### src/core/ibr_pkg.sv
// Constants and enumerations for the instrument bus remote/local block.
// Assumes a 200 MHz core clock; bus lines arrive synchronous to it.
package ibr_pkg;

  // ----------------------------------------------------------------
  // Clock and timing
  // ----------------------------------------------------------------
  localparam int CLK_MHZ = 200;
  localparam int SETTLE_NS = 2000;
  localparam int SETTLE_CYC = (SETTLE_NS * CLK_MHZ + 999) / 1000;
  localparam int SETTLE_W = 9;

  // ----------------------------------------------------------------
  // Addressing and interface commands (ATN asserted, parity masked)
  // ----------------------------------------------------------------
  localparam logic [4:0] DEFAULT_BUS_ADDR = 5'h13;
  localparam logic [7:0] CMD_GO_TO_LOCAL = 8'h01;
  localparam logic [7:0] CMD_LOCAL_LOCKOUT = 8'h11;
  localparam logic [7:0] CMD_UNLISTEN = 8'h3F;
  localparam logic [7:0] CMD_UNTALK = 8'h5F;
  localparam logic [2:0] GRP_LISTEN = 3'h1;
  localparam logic [2:0] GRP_TALK = 3'h2;

  // ----------------------------------------------------------------
  // Program code characters
  // ----------------------------------------------------------------
  localparam logic [7:0] CH_F = 8'h46;
  localparam logic [7:0] CH_R = 8'h52;
  localparam logic [7:0] CH_O = 8'h4F;
  localparam logic [7:0] CH_K = 8'h4B;
  localparam logic [7:0] CH_G = 8'h47;
  localparam logic [7:0] CH_M = 8'h4D;
  localparam logic [7:0] CH_H = 8'h48;
  localparam logic [7:0] CH_Z = 8'h5A;
  localparam logic [7:0] CH_0 = 8'h30;
  localparam logic [7:0] CH_9 = 8'h39;
  localparam logic [7:0] CH_CR = 8'h0D;
  localparam logic [7:0] CH_LF = 8'h0A;

  // ----------------------------------------------------------------
  // Frequency held as 11 BCD digits in hertz
  // ----------------------------------------------------------------
  localparam int FREQ_DIGITS = 11;
  localparam int FREQ_W = 44;
  localparam logic [43:0] FREQ_PRESET = 44'h09000000000;
  localparam logic [3:0] TX_TOP_IDX = 4'hA;
  localparam int FIFO_DEPTH = 16;

  // ----------------------------------------------------------------
  // State machines
  // ----------------------------------------------------------------
  typedef enum logic [1:0] {AH_IDLE, AH_NRDY, AH_RDY, AH_ACC} ibr_ah_t;
  typedef enum logic [1:0] {SH_IDLE, SH_LOAD, SH_SETTLE, SH_WACC} ibr_sh_t;
  typedef enum logic [2:0] {PS_IDLE, PS_F, PS_NUM, PS_UNIT, PS_O} ibr_ps_t;
  typedef enum logic [1:0] {TX_DIGITS, TX_CR, TX_LF, TX_DONE} ibr_txph_t;

endpackage

### src/core/ibr_fifo.sv
// Synchronous FIFO with valid/ready on both sides.
// Assumes one clock; full and empty are exact.
`timescale 1ns/10ps
`default_nettype none
module ibr_fifo #(
  parameter int WIDTH = 8,
  parameter int DEPTH = 16
) (
  input wire logic core_clk,
  input wire logic rst,
  input wire logic in_valid,
  output logic in_ready,
  input wire logic [WIDTH-1:0] in_data,
  output logic out_valid,
  input wire logic out_ready,
  output logic [WIDTH-1:0] out_data
);

  localparam int AW = $clog2(DEPTH);

  logic [WIDTH-1:0] mem [DEPTH];
  logic [AW:0] wr_q;
  logic [AW:0] rd_q;
  logic push;
  logic pop;

  assign in_ready = (wr_q - rd_q) != (AW + 1)'(DEPTH);
  assign out_valid = wr_q != rd_q;
  assign out_data = mem[rd_q[AW-1:0]];
  assign push = in_valid && in_ready;
  assign pop = out_valid && out_ready;

  always_ff @(posedge core_clk or posedge rst) begin
    if (rst) begin
      wr_q <= '0;
      rd_q <= '0;
    end else begin
      if (push) begin
        wr_q <= wr_q + 1'b1;
      end
      if (pop) begin
        rd_q <= rd_q + 1'b1;
      end
    end
  end

  always_ff @(posedge core_clk) begin
    if (push) begin
      mem[wr_q[AW-1:0]] <= in_data;
    end
  end

endmodule
`default_nettype wire

### src/core/ibr_top.sv
// Instrument bus device interface: remote/local, addressing, handshake,
// program code parser and frequency report talker.
// Assumes bus lines sampled synchronously; open-drain resolved outside.
// What this block does
// - REN plus listen address enters remote
// - Go-to-local drops remote unless locked, keeps listen
// - Local key returns to local unless locked
// - Lockout makes local key ignored
// - REN release clears lockout, goes local
// - Listener bytes executed as program codes
// - Frequency query answered as talker digits
// - Bus address defaults to nineteen, configurable
// - Standby forces local, remote indicator off
`timescale 1ns/10ps
`default_nettype none
module ibr_top #(
  parameter logic [4:0] BUS_ADDR = ibr_pkg::DEFAULT_BUS_ADDR,
  parameter int FIFO_DEPTH = ibr_pkg::FIFO_DEPTH
) (
  input wire logic core_clk,
  input wire logic rst,
  input wire logic cfg_addr_override,
  input wire logic [4:0] cfg_addr,
  input wire logic local_key_press,
  input wire logic power_standby_position,
  input wire logic exec_ready,
  input wire logic ren_n_in,
  input wire logic atn_n_in,
  input wire logic ifc_n_in,
  input wire logic [7:0] dio_n_in,
  output logic [7:0] dio_n_out,
  output logic [7:0] dio_n_oe,
  input wire logic dav_n_in,
  output logic dav_n_out,
  output logic dav_n_oe,
  input wire logic nrfd_n_in,
  output logic nrfd_n_out,
  output logic nrfd_n_oe,
  input wire logic ndac_n_in,
  output logic ndac_n_out,
  output logic ndac_n_oe,
  output logic eoi_n_out,
  output logic eoi_n_oe,
  output logic remote_indicator,
  output logic listen_indicator,
  output logic talk_indicator,
  output logic lockout_indicator,
  output logic [43:0] freq_bcd,
  output logic freq_update
);

  // ----------------------------------------------------------------
  // State
  // ----------------------------------------------------------------
  typedef struct packed {
    logic remote;
    logic listen;
    logic talk;
    logic lockout;
    ibr_pkg::ibr_ah_t ah;
    logic nrfd_oe;
    logic ndac_oe;
    logic [7:0] rx_byte;
    logic rx_push;
    ibr_pkg::ibr_sh_t sh;
    logic dav_oe;
    logic eoi_oe;
    logic [7:0] dio_oe;
    logic [8:0] settle_cnt;
    logic [3:0] tx_idx;
    ibr_pkg::ibr_txph_t tx_phase;
    logic tx_seen;
    logic tx_pend;
    logic [43:0] tx_digits;
    ibr_pkg::ibr_ps_t ps;
    logic [43:0] acc;
    logic [7:0] unit;
    logic [43:0] freq;
    logic freq_upd;
  } ibr_state_t;

  ibr_state_t s_q;
  ibr_state_t s_d;

  logic fifo_in_ready;
  logic fifo_out_valid;
  logic [7:0] fifo_out_data;
  logic parse_take;

  // ----------------------------------------------------------------
  // Helpers
  // ----------------------------------------------------------------
  function automatic logic is_digit(input logic [7:0] c);
    return (c >= ibr_pkg::CH_0) && (c <= ibr_pkg::CH_9);
  endfunction

  function automatic logic [43:0] scale_by_unit(input logic [43:0] v, input logic [7:0] u);
    unique case (u)
      ibr_pkg::CH_G: return v << 36;
      ibr_pkg::CH_M: return v << 24;
      ibr_pkg::CH_K: return v << 12;
      default: return v;
    endcase
  endfunction

  // ----------------------------------------------------------------
  // Received data buffer
  // ----------------------------------------------------------------
  ibr_fifo #(
    .WIDTH(8),
    .DEPTH(FIFO_DEPTH)
  ) u_rx_fifo (
    .core_clk(core_clk),
    .rst(rst),
    .in_valid(s_q.rx_push),
    .in_ready(fifo_in_ready),
    .in_data(s_q.rx_byte),
    .out_valid(fifo_out_valid),
    .out_ready(parse_take),
    .out_data(fifo_out_data)
  );

  assign parse_take = fifo_out_valid && exec_ready;

  // ----------------------------------------------------------------
  // Next state
  // ----------------------------------------------------------------
  always_comb begin
    logic atn;
    logic ren;
    logic [4:0] addr;
    logic [7:0] cmd;
    logic [7:0] bus_byte;
    logic ah_active;
    logic [3:0] dig;
    logic [7:0] tx_byte;
    atn = !atn_n_in;
    ren = !ren_n_in;
    addr = cfg_addr_override ? cfg_addr : BUS_ADDR;
    bus_byte = ~dio_n_in;
    cmd = {1'b0, bus_byte[6:0]};
    ah_active = atn || s_q.listen;
    dig = s_q.tx_digits[4*s_q.tx_idx +: 4];
    tx_byte = 8'h00;
    s_d = s_q;
    s_d.freq_upd = 1'b0;
    if (s_q.rx_push && fifo_in_ready) begin
      s_d.rx_push = 1'b0;
    end

    // Acceptor handshake
    unique case (s_q.ah)
      ibr_pkg::AH_IDLE: begin
        s_d.nrfd_oe = 1'b0;
        s_d.ndac_oe = 1'b0;
        if (ah_active) begin
          s_d.ah = ibr_pkg::AH_NRDY;
          s_d.nrfd_oe = 1'b1;
          s_d.ndac_oe = 1'b1;
        end
      end
      ibr_pkg::AH_NRDY: begin
        if (!ah_active) begin
          s_d.ah = ibr_pkg::AH_IDLE;
          s_d.nrfd_oe = 1'b0;
          s_d.ndac_oe = 1'b0;
        end else if (atn || (fifo_in_ready && !s_q.rx_push)) begin
          s_d.ah = ibr_pkg::AH_RDY;
          s_d.nrfd_oe = 1'b0;
        end
      end
      ibr_pkg::AH_RDY: begin
        if (!ah_active) begin
          s_d.ah = ibr_pkg::AH_IDLE;
          s_d.ndac_oe = 1'b0;
        end else if (!dav_n_in) begin
          // Byte latched: hold off further data and release accept in the same cycle
          s_d.ah = ibr_pkg::AH_ACC;
          s_d.nrfd_oe = 1'b1;
          s_d.ndac_oe = 1'b0;
          if (atn) begin
            if (cmd == {ibr_pkg::GRP_LISTEN, addr}) begin
              s_d.listen = 1'b1;
              s_d.remote = s_q.remote || ren;
            end else if (cmd == ibr_pkg::CMD_UNLISTEN) begin
              s_d.listen = 1'b0;
            end else if (cmd == {ibr_pkg::GRP_TALK, addr}) begin
              s_d.talk = 1'b1;
              s_d.listen = 1'b0;
            end else if (cmd == ibr_pkg::CMD_UNTALK || cmd[7:5] == ibr_pkg::GRP_TALK) begin
              s_d.talk = 1'b0;
            end else if (cmd == ibr_pkg::CMD_GO_TO_LOCAL && s_q.listen) begin
              s_d.remote = 1'b0;
            end else if (cmd == ibr_pkg::CMD_LOCAL_LOCKOUT && ren) begin
              s_d.lockout = 1'b1;
            end
          end else begin
            s_d.rx_byte = bus_byte;
            s_d.rx_push = 1'b1;
          end
        end
      end
      ibr_pkg::AH_ACC: begin
        if (dav_n_in) begin
          s_d.ah = ibr_pkg::AH_NRDY;
          s_d.ndac_oe = 1'b1;
        end
      end
    endcase

    // Local key, unless locked out
    if (local_key_press && !s_q.lockout) begin
      s_d.remote = 1'b0;
    end
    if (s_q.lockout) begin
      s_d.remote = s_d.remote || (s_q.remote && ren);
    end

    // REN released: local, lockout cleared, addressing kept
    if (!ren) begin
      s_d.remote = 1'b0;
      s_d.lockout = 1'b0;
    end
    if (!ifc_n_in) begin
      s_d.listen = 1'b0;
      s_d.talk = 1'b0;
    end

    // Program code parser
    if (parse_take) begin
      unique case (s_q.ps)
        ibr_pkg::PS_IDLE: begin
          if (fifo_out_data == ibr_pkg::CH_F) begin
            s_d.ps = ibr_pkg::PS_F;
          end else if (fifo_out_data == ibr_pkg::CH_O) begin
            s_d.ps = ibr_pkg::PS_O;
          end
        end
        ibr_pkg::PS_F: begin
          s_d.ps = (fifo_out_data == ibr_pkg::CH_R) ? ibr_pkg::PS_NUM : ibr_pkg::PS_IDLE;
          s_d.acc = '0;
        end
        ibr_pkg::PS_NUM: begin
          if (is_digit(fifo_out_data)) begin
            s_d.acc = {s_q.acc[39:0], fifo_out_data[3:0]};
          end else if (fifo_out_data == ibr_pkg::CH_G || fifo_out_data == ibr_pkg::CH_M ||
                       fifo_out_data == ibr_pkg::CH_K || fifo_out_data == ibr_pkg::CH_H) begin
            s_d.unit = fifo_out_data;
            s_d.ps = ibr_pkg::PS_UNIT;
          end else begin
            s_d.ps = ibr_pkg::PS_IDLE;
          end
        end
        ibr_pkg::PS_UNIT: begin
          if (fifo_out_data == ibr_pkg::CH_Z) begin
            s_d.freq = scale_by_unit(s_q.acc, s_q.unit);
            s_d.freq_upd = 1'b1;
          end
          s_d.ps = ibr_pkg::PS_IDLE;
        end
        ibr_pkg::PS_O: begin
          if (fifo_out_data == ibr_pkg::CH_K) begin
            s_d.tx_pend = 1'b1;
            s_d.tx_digits = s_q.freq;
            s_d.tx_idx = ibr_pkg::TX_TOP_IDX;
            s_d.tx_phase = ibr_pkg::TX_DIGITS;
            s_d.tx_seen = 1'b0;
          end
          s_d.ps = ibr_pkg::PS_IDLE;
        end
        default: s_d.ps = ibr_pkg::PS_IDLE;
      endcase
    end

    // Source handshake: frequency report
    unique case (s_q.tx_phase)
      ibr_pkg::TX_DIGITS: tx_byte = {4'h3, dig};
      ibr_pkg::TX_CR: tx_byte = ibr_pkg::CH_CR;
      ibr_pkg::TX_LF: tx_byte = ibr_pkg::CH_LF;
      ibr_pkg::TX_DONE: tx_byte = 8'h00;
    endcase
    unique case (s_q.sh)
      ibr_pkg::SH_IDLE: begin
        if (s_q.talk && !atn && s_q.tx_pend) begin
          s_d.sh = ibr_pkg::SH_LOAD;
        end
      end
      ibr_pkg::SH_LOAD: begin
        if (s_q.tx_phase == ibr_pkg::TX_DONE) begin
          // A query taken this cycle keeps the report pending
          s_d.tx_pend = (s_d.tx_phase != ibr_pkg::TX_DONE);
          s_d.sh = ibr_pkg::SH_IDLE;
        end else if (s_q.tx_phase == ibr_pkg::TX_DIGITS && !s_q.tx_seen &&
                     dig == 4'h0 && s_q.tx_idx != 4'h0) begin
          s_d.tx_idx = s_q.tx_idx - 4'h1;
        end else begin
          s_d.tx_seen = 1'b1;
          s_d.dio_oe = tx_byte;
          s_d.eoi_oe = (s_q.tx_phase == ibr_pkg::TX_LF);
          s_d.settle_cnt = 9'(ibr_pkg::SETTLE_CYC);
          s_d.sh = ibr_pkg::SH_SETTLE;
        end
      end
      ibr_pkg::SH_SETTLE: begin
        if (s_q.settle_cnt != 9'h000) begin
          s_d.settle_cnt = s_q.settle_cnt - 9'h001;
        end else if (nrfd_n_in) begin
          s_d.dav_oe = 1'b1;
          s_d.sh = ibr_pkg::SH_WACC;
        end
      end
      ibr_pkg::SH_WACC: begin
        if (ndac_n_in) begin
          s_d.dav_oe = 1'b0;
          s_d.dio_oe = 8'h00;
          s_d.eoi_oe = 1'b0;
          s_d.sh = ibr_pkg::SH_LOAD;
          if (s_q.tx_phase == ibr_pkg::TX_DIGITS && s_q.tx_idx != 4'h0) begin
            s_d.tx_idx = s_q.tx_idx - 4'h1;
          end else begin
            s_d.tx_phase = ibr_pkg::ibr_txph_t'(s_q.tx_phase + 2'h1);
          end
        end
      end
    endcase
    if (atn || !s_q.talk) begin
      s_d.sh = ibr_pkg::SH_IDLE;
      s_d.dav_oe = 1'b0;
      s_d.dio_oe = 8'h00;
      s_d.eoi_oe = 1'b0;
    end

    // Standby: back to local with interface state cleared
    if (power_standby_position) begin
      s_d.remote = 1'b0;
      s_d.lockout = 1'b0;
      s_d.listen = 1'b0;
      s_d.talk = 1'b0;
    end
  end

  // ----------------------------------------------------------------
  // Registers
  // ----------------------------------------------------------------
  always_ff @(posedge core_clk or posedge rst) begin
    if (rst) begin
      s_q <= '{
        remote: 1'b0,
        listen: 1'b0,
        talk: 1'b0,
        lockout: 1'b0,
        ah: ibr_pkg::AH_IDLE,
        nrfd_oe: 1'b0,
        ndac_oe: 1'b0,
        rx_byte: 8'h00,
        rx_push: 1'b0,
        sh: ibr_pkg::SH_IDLE,
        dav_oe: 1'b0,
        eoi_oe: 1'b0,
        dio_oe: 8'h00,
        settle_cnt: 9'h000,
        tx_idx: 4'h0,
        tx_phase: ibr_pkg::TX_DONE,
        tx_seen: 1'b0,
        tx_pend: 1'b0,
        tx_digits: 44'h00000000000,
        ps: ibr_pkg::PS_IDLE,
        acc: 44'h00000000000,
        unit: 8'h00,
        freq: ibr_pkg::FREQ_PRESET,
        freq_upd: 1'b0
      };
    end else begin
      s_q <= s_d;
    end
  end

  // ----------------------------------------------------------------
  // Outputs
  // ----------------------------------------------------------------
  assign dio_n_out = 8'h00;
  assign dio_n_oe = s_q.dio_oe;
  assign dav_n_out = 1'b0;
  assign dav_n_oe = s_q.dav_oe;
  assign nrfd_n_out = 1'b0;
  assign nrfd_n_oe = s_q.nrfd_oe;
  assign ndac_n_out = 1'b0;
  assign ndac_n_oe = s_q.ndac_oe;
  assign eoi_n_out = 1'b0;
  assign eoi_n_oe = s_q.eoi_oe;
  assign remote_indicator = s_q.remote;
  assign listen_indicator = s_q.listen;
  assign talk_indicator = s_q.talk;
  assign lockout_indicator = s_q.lockout;
  assign freq_bcd = s_q.freq;
  assign freq_update = s_q.freq_upd;

endmodule
`default_nettype wire

### config.mk
export PLATFORM = sky130hd
export DESIGN_NAME = ibr_top
export DESIGN_NICKNAME = d
export VERILOG_FILES = /design/src/core/ibr_pkg.sv /design/src/core/ibr_fifo.sv /design/src/core/ibr_top.sv
export SDC_FILE = /design/constraint.sdc
export NUM_CORES = 1
export LEC_CHECK = 0
export ABC_AREA = 1
export BUFFER_PORTS_ARGS = -buffer_cell sky130_fd_sc_hd__buf_2
export CAP_MARGIN = 20
export CORE_ASPECT_RATIO = 1.75
export CORE_UTILIZATION = 55
export CTS_CLUSTER_SIZE = 30
export DETAILED_ROUTE_END_ITERATION = 8
export GPL_ROUTABILITY_DRIVEN = 0
export PLACE_DENSITY = 0.84
export SKIP_CTS_REPAIR_TIMING = 1
export SYNTH_ARGS = -nofsm -noshare
export SYNTH_HDL_FRONTEND = slang
export SYNTH_SLANG_ARGS = --single-unit
### constraint.sdc
create_clock -name core_clk -period 7.6 [get_ports core_clk]
set_input_delay 1.9 -clock core_clk [delete_from_list [all_inputs] [get_ports core_clk]]
set_output_delay 1.9 -clock core_clk [all_outputs]
set_load 0.01 [all_outputs]
==> results of run 1 <==
==> flip-flops by register name, indices dropped and copies added, names as in the netlist, 5 cells and up <==
| signal | cells |
|---|---|
| freq_bcd | 44 |
| u_rx_fifo.wr_q | 5 |
| dio_n_oe | 5 |
| u_rx_fifo.mem | 128 |
| s_q | 129 |
| u_rx_fifo.rd_q | 5 |
==> cells by family after synthesis <==
| logic type | count (synthesis) | synth area share [%] |
|---|---|---|
| AOI/OAI and AO/OA | 310 | 10.4 |
| xor gates and xnor gates | 20 | 1.10 |
| adders and majority gates | 22 | 1.73 |
| buffers and inverters | 394 | 11.8 |
| DFF | 325 | 55.0 |
| other | 1 | 0.0235 |
| and+or+nand+nor | 761 | 19.9 |
==> metrics by stage <==
step	utilization [%]	power, uW	instance area [sq um]	setup WS, ps
6_report	59.4	4690	17000	3470
5_1_grt	59.4	4930	17000	3110
4_1_cts	59.4	4700	17000	3550
3_5_place_dp	56.0	3240	16000	3540
3_3_place_gp	56.0	3190	16000	3600
2_1_floorplan	-	2960	16000	338
==> layout by cell type (no fill, tap or decap), types with 10 or more instances in the layout <==
master	Yosys	layout
inv_2	20	20
o21ai_1	158	158
ha_1	22	22
clkbuf_16	0	31
edfxtp_1	128	128
nand2_1	397	397
conb_1	1	14
nor2_1	166	166
o22ai_1	40	40
inv_1	232	231
nand4_1	10	10
dfrtp_1	193	192
buf_2	25	83
o21ai_0	65	65
a21oi_1	33	33
xor2_1	15	15
nand3_1	154	154
==> worst min-delay path by stage <==
stage | depth (start not counted) | from | slack (ps) | endpoint
2_1_floorplan | 2 | s_q[51]$_DFFE_PP0P_ | 420 | s_q[51]$_DFFE_PP0P_
6_report | 2 | s_q[52]$_DFFE_PP0P_ | 470 | s_q[52]$_DFFE_PP0P_
5_1_grt | 2 | s_q[45]$_DFFE_PP0P_ | 510 | s_q[45]$_DFFE_PP0P_
4_1_cts | 2 | s_q[52]$_DFFE_PP0P_ | 470 | s_q[52]$_DFFE_PP0P_
3_5_place_dp | 2 | s_q[52]$_DFFE_PP0P_ | 450 | s_q[52]$_DFFE_PP0P_
3_3_place_gp | 2 | s_q[51]$_DFFE_PP0P_ | 430 | s_q[51]$_DFFE_PP0P_
==> layout make-up <==
cell class                 instances  share of cell area (%)
timing repair buffer              90                    2.82
multi-input combinational       1127                    31.4
tap                              378                    2.78
clock buffer                      34                    4.68
inverter                         257                    5.74
sequential                       325                    51.6
clock inverter                    18                   0.934
==> where the power goes <==
group | total, uW | switching [uW] | internal, uW
sequential | 2080 | 131 | 1940
clock | 1470 | 645 | 820
combinational | 1150 | 816 | 338
total | 4690 | 1590 | 3100
==> metal layers <==
layer / routed length (um) / global-route usage [%]
met5: 0 / 0
met4: 2460 / 17.1
met3: 1510 / 2.61
met2: 19400 / 46.9
met1: 12600 / 25.5
==> critical path: stages (launching register included) <==
cell and delay [ps]:
dfrtp_2 350, buf_4 610, inv_2 600, nand2_1 220, nand3_1 90, nand3_1 100, nand3_1 180, nand2_2 210
nand2_1 120, nor2_1 200, nand3_4 760, nand3_1 340, o21ai_0 120
==> impl_metrics.csv, run 1 <==
group,metric,value,unit
run_status,status,"completed",
route,ant_nets,0,
route,drtPass1Iterations,5,
route,routedWlPerCell,16.2,um
layout,multi_input_area,5350,sq um
sta,max_clock_freq,0.242,GHz
logic_synthesis,ys.flop_type,"dfrtp_1",
global_route,grt_max_degree,119,
worst_setup_path,cp-endpoint,"s_q[148]$_DFF_PP0_",
worst_setup_path,worstPathArrival,4540,ps
power_and_ir_drop,powerDensity,276,nW/um^2
logic_synthesis,yosysWarnings,0,
layout,final_layout_size_suffix_gt1_share,9.94,%
logic_synthesis,syn_area,16000,sq um
cts,path_clk_slew,70,ps
cts,cts.root.buffer_cell,"clkbuf_16",
floorplanning,die_height,227,um
placement,port_buffers,83,
cts,cts_tree,"built",
worst_setup_path,critPathLaunch,"u_rx_fifo.rd_q[0]$_DFFE_PP0P_",
sta,setup_viol,0,
layout,area_delta_synth_final,6.63,%
sta,slew_violations,0,
flow_run,maxCapViolCount,0,
floorplanning,initial_core_util,55.7,%
logic_synthesis,synth_cell_types,44,
logic_synthesis,yosysTopAreaCellShare,30.3,%
hold_path,hp-class,"register to register",
layout,fin_cells,2229,
logic_synthesis,synth_common_cells,"nand2_1, inv_1, dfrtp_1",
global_route,grt_pass1_vias,11800,
worst_setup_path,r2r_cells,12,
worst_setup_path,rr_endpoint,"s_q[148]$_DFF_PP0_",
sta,fin_setup_tns,0,ps
power_and_ir_drop,vdd_drop_max,0.000282,V
floorplanning,core_region_area,28600,sq um
placement,numPlacedInstances,2176,
sta,hold_violations,0,
route,route.detailed.drc,0,
worst_setup_path,critPathKind,"register to register",
cts,clock_insertion_delay_worst_skew,560,ps
sta,rsz0062_at_grt,"no",
sta,layout_min_cycle_time,4130,ps
global_route,gr-total-overflow,0,
floorplanning,die_area,29700,sq um
sta,holdWs,470,ps
logic_synthesis,avgSynthCellArea,8.70,sq um
worst_setup_path,cp_max_fo,96,
logic_synthesis,ys_top_cells_by_area,"dfrtp_1, edfxtp_1, nand2_1",
route,via_per_inst,5.45,
sta,tightest_slew,1030,ps
worst_setup_path,r2r_start,"u_rx_fifo.rd_q[0]$_DFFE_PP0P_",
logic_synthesis,yosys.area.top_type,"dfrtp_1",
sta,fin_worst_skew,19.4,ps
route,drt_iter0_drc,737,
logic_synthesis,synth_most_common_cell,"nand2_1",
global_route,antenna_found_initial,0,
layout,num_antenna_cells,0,
logic_synthesis,ys_ff_latch,325,
floorplanning,io-pin-count,98,
route,drt-total-wl,36.0,mm
layout,nets,1876,
logic_synthesis,async_flop_share,60.6,%
sta,finalCritPeriodShare,54.3,%
cts,clkSinkCount,325,
worst_setup_path,r2r_slack,3470,ps
floorplanning,num_rows,82,
placement,dp_hpwl,25.4,mm
logic_synthesis,synth_edf_count,128,
cts,clock_path_buffers,3,
logic_synthesis,synth_cells,1833,
worst_setup_path,endpoint_kind,"register",
worst_setup_path,crit_path_start_kind,"register",
sta,max-slew-margin-rel,31.3,%
power_and_ir_drop,cellLeakagePower,0.00765,uW
logic_synthesis,ys_seq_area_share,55.0,%
global_route,grt_util_all_layers,25.0,%
cts,cts_made_buffers,28,
global_route,grt_pass1_wl,57.6,mm
layout,nFillCells,2284,
worst_setup_path,crit_required,8010,ps
cts,htreeDepth,1,
floorplanning,die_x,131,um
route,via_count,12200,
layout,regArea,8780,sq um
No activity file was read; power rests on OpenSTA's default activity.
==> inputs of run 2 (changes only) <==
ABC_AREA = 0   (was 1)
clock period = 3.6 ns   (was 7.6 ns; I/O delays follow)
==> impl_metrics.csv, run 2 <==
group,metric,value,unit
run_status,status,"complete, but fails checks",
run_status,violations,"DRC",
route,route.detailed.drc,5,
sta,slew_violations,0,
layout,largest-register,"s_q",
logic_synthesis,synth_cells,1252,
sta,max_clock_freq,0.300,GHz
logic_synthesis,ys_top_cells_by_area,"dfrtp_1, edfxtp_1, nand2_1",
worst_setup_path,critPathKind,"register to register",
sta,tightest_slew,754,ps
placement,numPlacedInstances,1624,
sta,setup_viol,0,
floorplanning,die_height,223,um
power_and_ir_drop,pwr-share-seq,48.9,%
placement,dp_hpwl,23.2,mm
hold_path,hp-class,"primary input to asynchronous set/reset pin",
floorplanning,core_region_area,27300,sq um
worst_setup_path,cp_max_fo,45,
global_route,grt_max_degree,90,
power_and_ir_drop,internal_power,6030,uW
layout,regArea,8780,sq um
cts,cts_made_buffers,28,
layout,largest_reg_flops,129,
cts,path_clk_slew,70,ps
logic_synthesis,synth_common_cells,"dfrtp_1, nand2_1, edfxtp_1",
cts,cts_tree,"built",
layout,final_cell_mix,"dfrtp_1, nand2_1, edfxtp_1",
global_route,grt_pass1_wl,53.2,mm
layout,multi_input_area,5570,sq um
logic_synthesis,yosysTopAreaCellShare,31.5,%
global_route,antenna_found_initial,0,
logic_synthesis,yosys.area_share.simple,10.7,%
cts,clock_insertion_delay_worst_skew,560,ps
logic_synthesis,avgSynthCellArea,12.3,sq um
worst_setup_path,r2r_cells,9,
layout,nFillCells,2045,
logic_synthesis,ys_ff_latch,325,
layout,layout.cells.most_common,"dfrtp_1",
cts,cts.root.buffer_cell,"clkbuf_16",
logic_synthesis,synthMuxAreaShare,11.6,%
sta,max-slew-margin-rel,49.7,%
sta,fin_setup_tns,0,ps
power_and_ir_drop,p_clk_share,35.7,%
placement,port_buffers,83,
power_and_ir_drop,power.switching,2190,uW
worst_setup_path,endpoint_kind,"register",
floorplanning,initial_core_util,56.2,%
worst_setup_path,critPathLaunch,"u_rx_fifo.rd_q[1]$_DFFE_PP0P_",
global_route,grt_pass1_vias,10200,
floorplanning,die_area,28600,sq um
worst_setup_path,worstPathArrival,3810,ps
power_and_ir_drop,cellLeakagePower,0.00719,uW
route,drt-total-wl,33.3,mm
logic_synthesis,synth_cell_types,85,
layout,fin_cells,1676,
logic_synthesis,synth_xor_area_share,0.913,%
logic_synthesis,synth_most_common_cell,"dfrtp_1",
global_route,grt_util_all_layers,24.0,%
layout,final_layout_size_suffix_gt1_share,19.6,%
route,via_per_inst,6.02,
sta,fin_worst_skew,13.3,ps
logic_synthesis,async_flop_share,60.6,%
power_and_ir_drop,power_frac_comb,15.4,%
logic_synthesis,ys_seq_area_share,57.2,%
sta,rsz0062_at_grt,"no",
sta,setup_slack,262,ps
worst_setup_path,crit_path_start_kind,"register",
power_and_ir_drop,vdd_drop_max,0.000336,V
layout,area_delta_synth_final,8.28,%
sta,finalCritPeriodShare,92.7,%
power_and_ir_drop,p_sw_share,26.7,%
route,via_count,10100,
route,drtPass1Iterations,9,
logic_synthesis,syn_area,15300,sq um
cts,htreeDepth,1,
sta,layout_min_cycle_time,3340,ps
placement,dp_slack,160,ps
sta,hold_violations,0,
route,routedWlPerCell,19.9,um
floorplanning,die_x,128,um
power_and_ir_drop,powerDensity,495,nW/um^2
route,ant_nets,0,
floorplanning,io-pin-count,98,
global_route,gr-total-overflow,0,
cts,clkSinkCount,325,
logic_synthesis,ys.flop_type,"dfrtp_1",
logic_synthesis,yosysWarnings,0,
logic_synthesis,synth_compound_area_share,10.8,%
layout,num_antenna_cells,0,
worst_setup_path,crit_required,4070,ps
floorplanning,num_rows,80,
flow_run,maxCapViolCount,0,
logic_synthesis,yosys.area.top_type,"dfrtp_1",
logic_synthesis,synth_edf_count,128,
logic_synthesis,synth_top_family_by_area,"multiplexers",
route,drt_iter0_drc,905,
logic_synthesis,yosys.area_share.adder,1.79,%
worst_setup_path,r2r_start,"u_rx_fifo.rd_q[1]$_DFFE_PP0P_",
layout,nets,1332,
cts,clock_path_buffers,3,
run 2: power by group through the flow:
stage               Clock (uW)  Sequential [uW]  Combinational [uW]
floorplan                    0             4000                1190
global placement             0             4090                1200
detailed placement           0             4090                1250
CTS                       2980             4020                1260
global route              3120             4030                1370
finish                    2940             4020                1270
run 2: final cells by class:
class,count,share of cell area (%)
clock inverters,10,0.384
clock buffers,42,5.00
well taps,369,2.78
inverters,39,0.904
multi-input cells,773,33.5
repair buffers,118,4.56
flip-flops and latches,325,52.9
run 2: metal layers:
| metal | global-route usage (%) | routed length, um | vias to the layer above |
|---|---|---|---|
| li1 | - | - | 4569 |
| met1 | 25.9 | 11900 | 5056 |
| met2 | 43.8 | 18000 | 354 |
| met3 | 2.37 | 1290 | 115 |
| met4 | 16.2 | 2150 | 0 |
| met5 | 0 | 0 | - |
run 2: metrics by stage:
| step | hold WS (ps) | utilization (%) | cell area, sq um | power (uW) |
|---|---|---|---|---|
| 6_report | 263 | 60.8 | 16600 | 8220 |
| 5_1_grt | 259 | 60.8 | 16600 | 8520 |
| 4_1_cts | 249 | 60.8 | 16600 | 8250 |
| 3_5_place_dp | 469 | 57.5 | 15700 | 5340 |
| 3_3_place_gp | 439 | 57.5 | 15700 | 5290 |
| 2_1_floorplan | 425 | - | 15400 | 5190 |
run 2: logic make-up (layout without fill, tap and decap cells):
| logic type | count (synthesis) | after routing |
|---|---|---|
| adders and majority gates | 22 | 22 |
| buffers and inverters | 167 | 209 |
| and+or+nand+nor | 351 | 351 |
| DFF | 325 | 325 |
| other | 1 | 14 |
| AOI/OAI and AO/OA | 249 | 249 |
| xor gates and xnor gates | 16 | 16 |
| muxes | 121 | 121 |
run 2: critical path, stage by stage (launching register included):
cell and delay (ps):
dfrtp_2 610, buf_4 350, mux4_2 530, mux2_2 280
or3_1 350, a22oi_1 240, and4_2 450, buf_12 240
nand2_1 80, o21ai_1 110
run 2: final timing paths:
| path | endpoint | slack, ps |
|---|---|---|
| worst min-delay path | s_q[134]$_DFFE_PP0P_ | 260 |
| min in group core_clk | s_q[51]$_DFFE_PP0P_ | 480 |
| max in group asynchronous | s_q[147]$_DFF_PP1_ | 2630 |
| worst max register to register | s_q[62]$_DFFE_PP0P_ | 260 |
| worst min register to register | s_q[51]$_DFFE_PP0P_ | 480 |
| worst max-delay path | s_q[62]$_DFFE_PP0P_ | 260 |
==> inputs of run 3 (changes only) <==
RECOVER_POWER = 50   (was not set)
==> impl_metrics.csv, run 3 (synthesis results as in run 2) <==
group,metric,value,unit
global_route,grt_max_degree,90,
layout,fin_util,60.5,%
run_status,status,"complete, but fails checks",
power_and_ir_drop,p_clk_share,35.7,%
route,drt_iter0_drc,904,
layout,largest-register,"s_q",
cts,clock_insertion_delay_worst_skew,560,ps
power_and_ir_drop,powerDensity,496,nW/um^2
sta,max_clock_freq,0.299,GHz
sta,fin_worst_skew,13.1,ps
run_status,violations,"capacitance limit, slew limit",
worst_setup_path,worstPathArrival,3820,ps
sta,max-slew-margin-rel,-49.7,%
sta,fin_setup_tns,0,ps
route,via_count,10100,
layout,nets,1332,
global_route,met1_usage,25.9,%
power_and_ir_drop,p_sw_share,26.7,%
layout,final_cell_mix,"dfrtp_1, nand2_1, edfxtp_1",
power_and_ir_drop,internal_power,6020,uW
cts,htreeDepth,1,
power_and_ir_drop,vdd_drop_max,0.000336,V
layout,design_area,16500,sq um
global_route,antenna_found_initial,0,
layout,area_delta_synth_final,7.79,%
placement,placed_area,15700,sq um
global_route,grt_util_all_layers,24.0,%
cts,cts_tree,"built",
floorplanning,core_region_area,27300,sq um
worst_setup_path,cp_max_fo,45,
worst_setup_path,crit_path_start_kind,"register",
worst_setup_path,critPathKind,"register to register",
placement,numPlacedInstances,1624,
floorplanning,num_rows,80,
sta,tightest_slew,2250,ps
global_route,grt_pass1_wl,53.2,mm
global_route,grt_pass1_vias,10200,
power_and_ir_drop,power_frac_comb,15.3,%
worst_setup_path,crit_family,"simple AND/OR/NAND/NOR gates",
route,routedWlPerCell,19.9,um
power_and_ir_drop,power.switching,2190,uW
placement,dp_hpwl,23.2,mm
floorplanning,initial_core_util,56.2,%
worst_setup_path,slowest_delay,610,ps
layout,final_layout_size_suffix_gt1_share,17.4,%
sta,setup_viol,0,
cts,clock_path_buffers,3,
flow_run,maxCapViolCount,2,
cts,path_clk_slew,70,ps
route,drt-total-wl,33.4,mm
global_route,gr-total-overflow,0,
sta,layout_min_cycle_time,3340,ps
layout,largest_reg_flops,129,
layout,layout.cells.most_common,"dfrtp_1",
global_route,met2_usage,43.8,%
floorplanning,die_height,223,um
route,ant_nets,0,
route,via_per_inst,6.01,
placement,port_buffers,83,
worst_setup_path,crit_required,4070,ps
floorplanning,die_x,128,um
route,route.detailed.drc,0,
global_route,met3_usage,2.37,%
hold_path,hp-class,"primary input to asynchronous set/reset pin",
cts,cts_made_buffers,28,
sta,hold_violations,0,
worst_setup_path,endpoint_kind,"register",
route,drtPass1Iterations,7,
power_and_ir_drop,cellLeakagePower,0.00706,uW
layout,fin_cells,1676,
floorplanning,die_area,28600,sq um
layout,num_antenna_cells,0,
cts,clkSinkCount,325,
cts,cts.root.buffer_cell,"clkbuf_16",
power_and_ir_drop,pwr-share-seq,48.9,%
sta,rsz0062_at_grt,"no",
global_route,grt.busiest_layer,"met2",
sta,slew_violations,135,
floorplanning,io-pin-count,98,
sta,finalCritPeriodShare,92.9,%
worst_setup_path,path_buf_inv,2,
worst_setup_path,slowest_stage,"dfrtp_2",
worst_setup_path,crit_chain,"buf_4 > mux4_2 > mux2_2 > or3_1 > a22oi_1 > and4_2 > buf_12 > nand2_1 > o21ai_1",
-- run 3: final timing paths --
check                                               from                             to  slack, ps  cells past startpoint
min reg2reg                          s_q[51]$_DFFE_PP0P_            s_q[51]$_DFFE_PP0P_        480                      1
min                                                  rst           s_q[134]$_DFFE_PP0P_        250                      2
max reg2reg                u_rx_fifo.rd_q[1]$_DFFE_PP0P_            s_q[62]$_DFFE_PP0P_        260                      9
max                        u_rx_fifo.rd_q[1]$_DFFE_PP0P_            s_q[62]$_DFFE_PP0P_        260                      9
min in group core_clk                s_q[51]$_DFFE_PP0P_            s_q[51]$_DFFE_PP0P_        480                      1
max in group asynchronous                            rst  u_rx_fifo.rd_q[0]$_DFFE_PP0P_        710                      3
-- run 3: metrics by stage --
stage                     hold slack (ps)  power, uW  setup WS (ps)
after global placement                439       5290            169
after detailed placement              469       5340            160
final                                 247       8210            255
after CTS                             249       8250            126
after global routing                  244       8510           6.24
after floorplan                       425       5190            157
-- run 3: power by group through the flow --
| stage | combinational, uW | sequential (uW) | clock, uW |
|---|---|---|---|
| after floorplan | 1190 | 4000 | 0 |
| after global placement | 1200 | 4090 | 0 |
| after detailed placement | 1250 | 4090 | 0 |
| after CTS | 1260 | 4020 | 2980 |
| after global routing | 1360 | 4030 | 3120 |
| final | 1260 | 4020 | 2940 |
-- run 3: routing by layer --
layer / wire [um] / vias up
met5: 0 / -
met4: 2160 / 0
met3: 1290 / 115
met2: 18000 / 353
met1: 11900 / 5039
li1: - / 4571
-- run 3: layout make-up --
cell class | count | area (sq um)
timing repair buffer | 118 | 684
clock buffer | 42 | 831
tap | 369 | 462
multi-input combinational | 773 | 5570
clock inverter | 10 | 63.8
fill | 2063 | 10800
sequential | 325 | 8780
inverter | 39 | 148
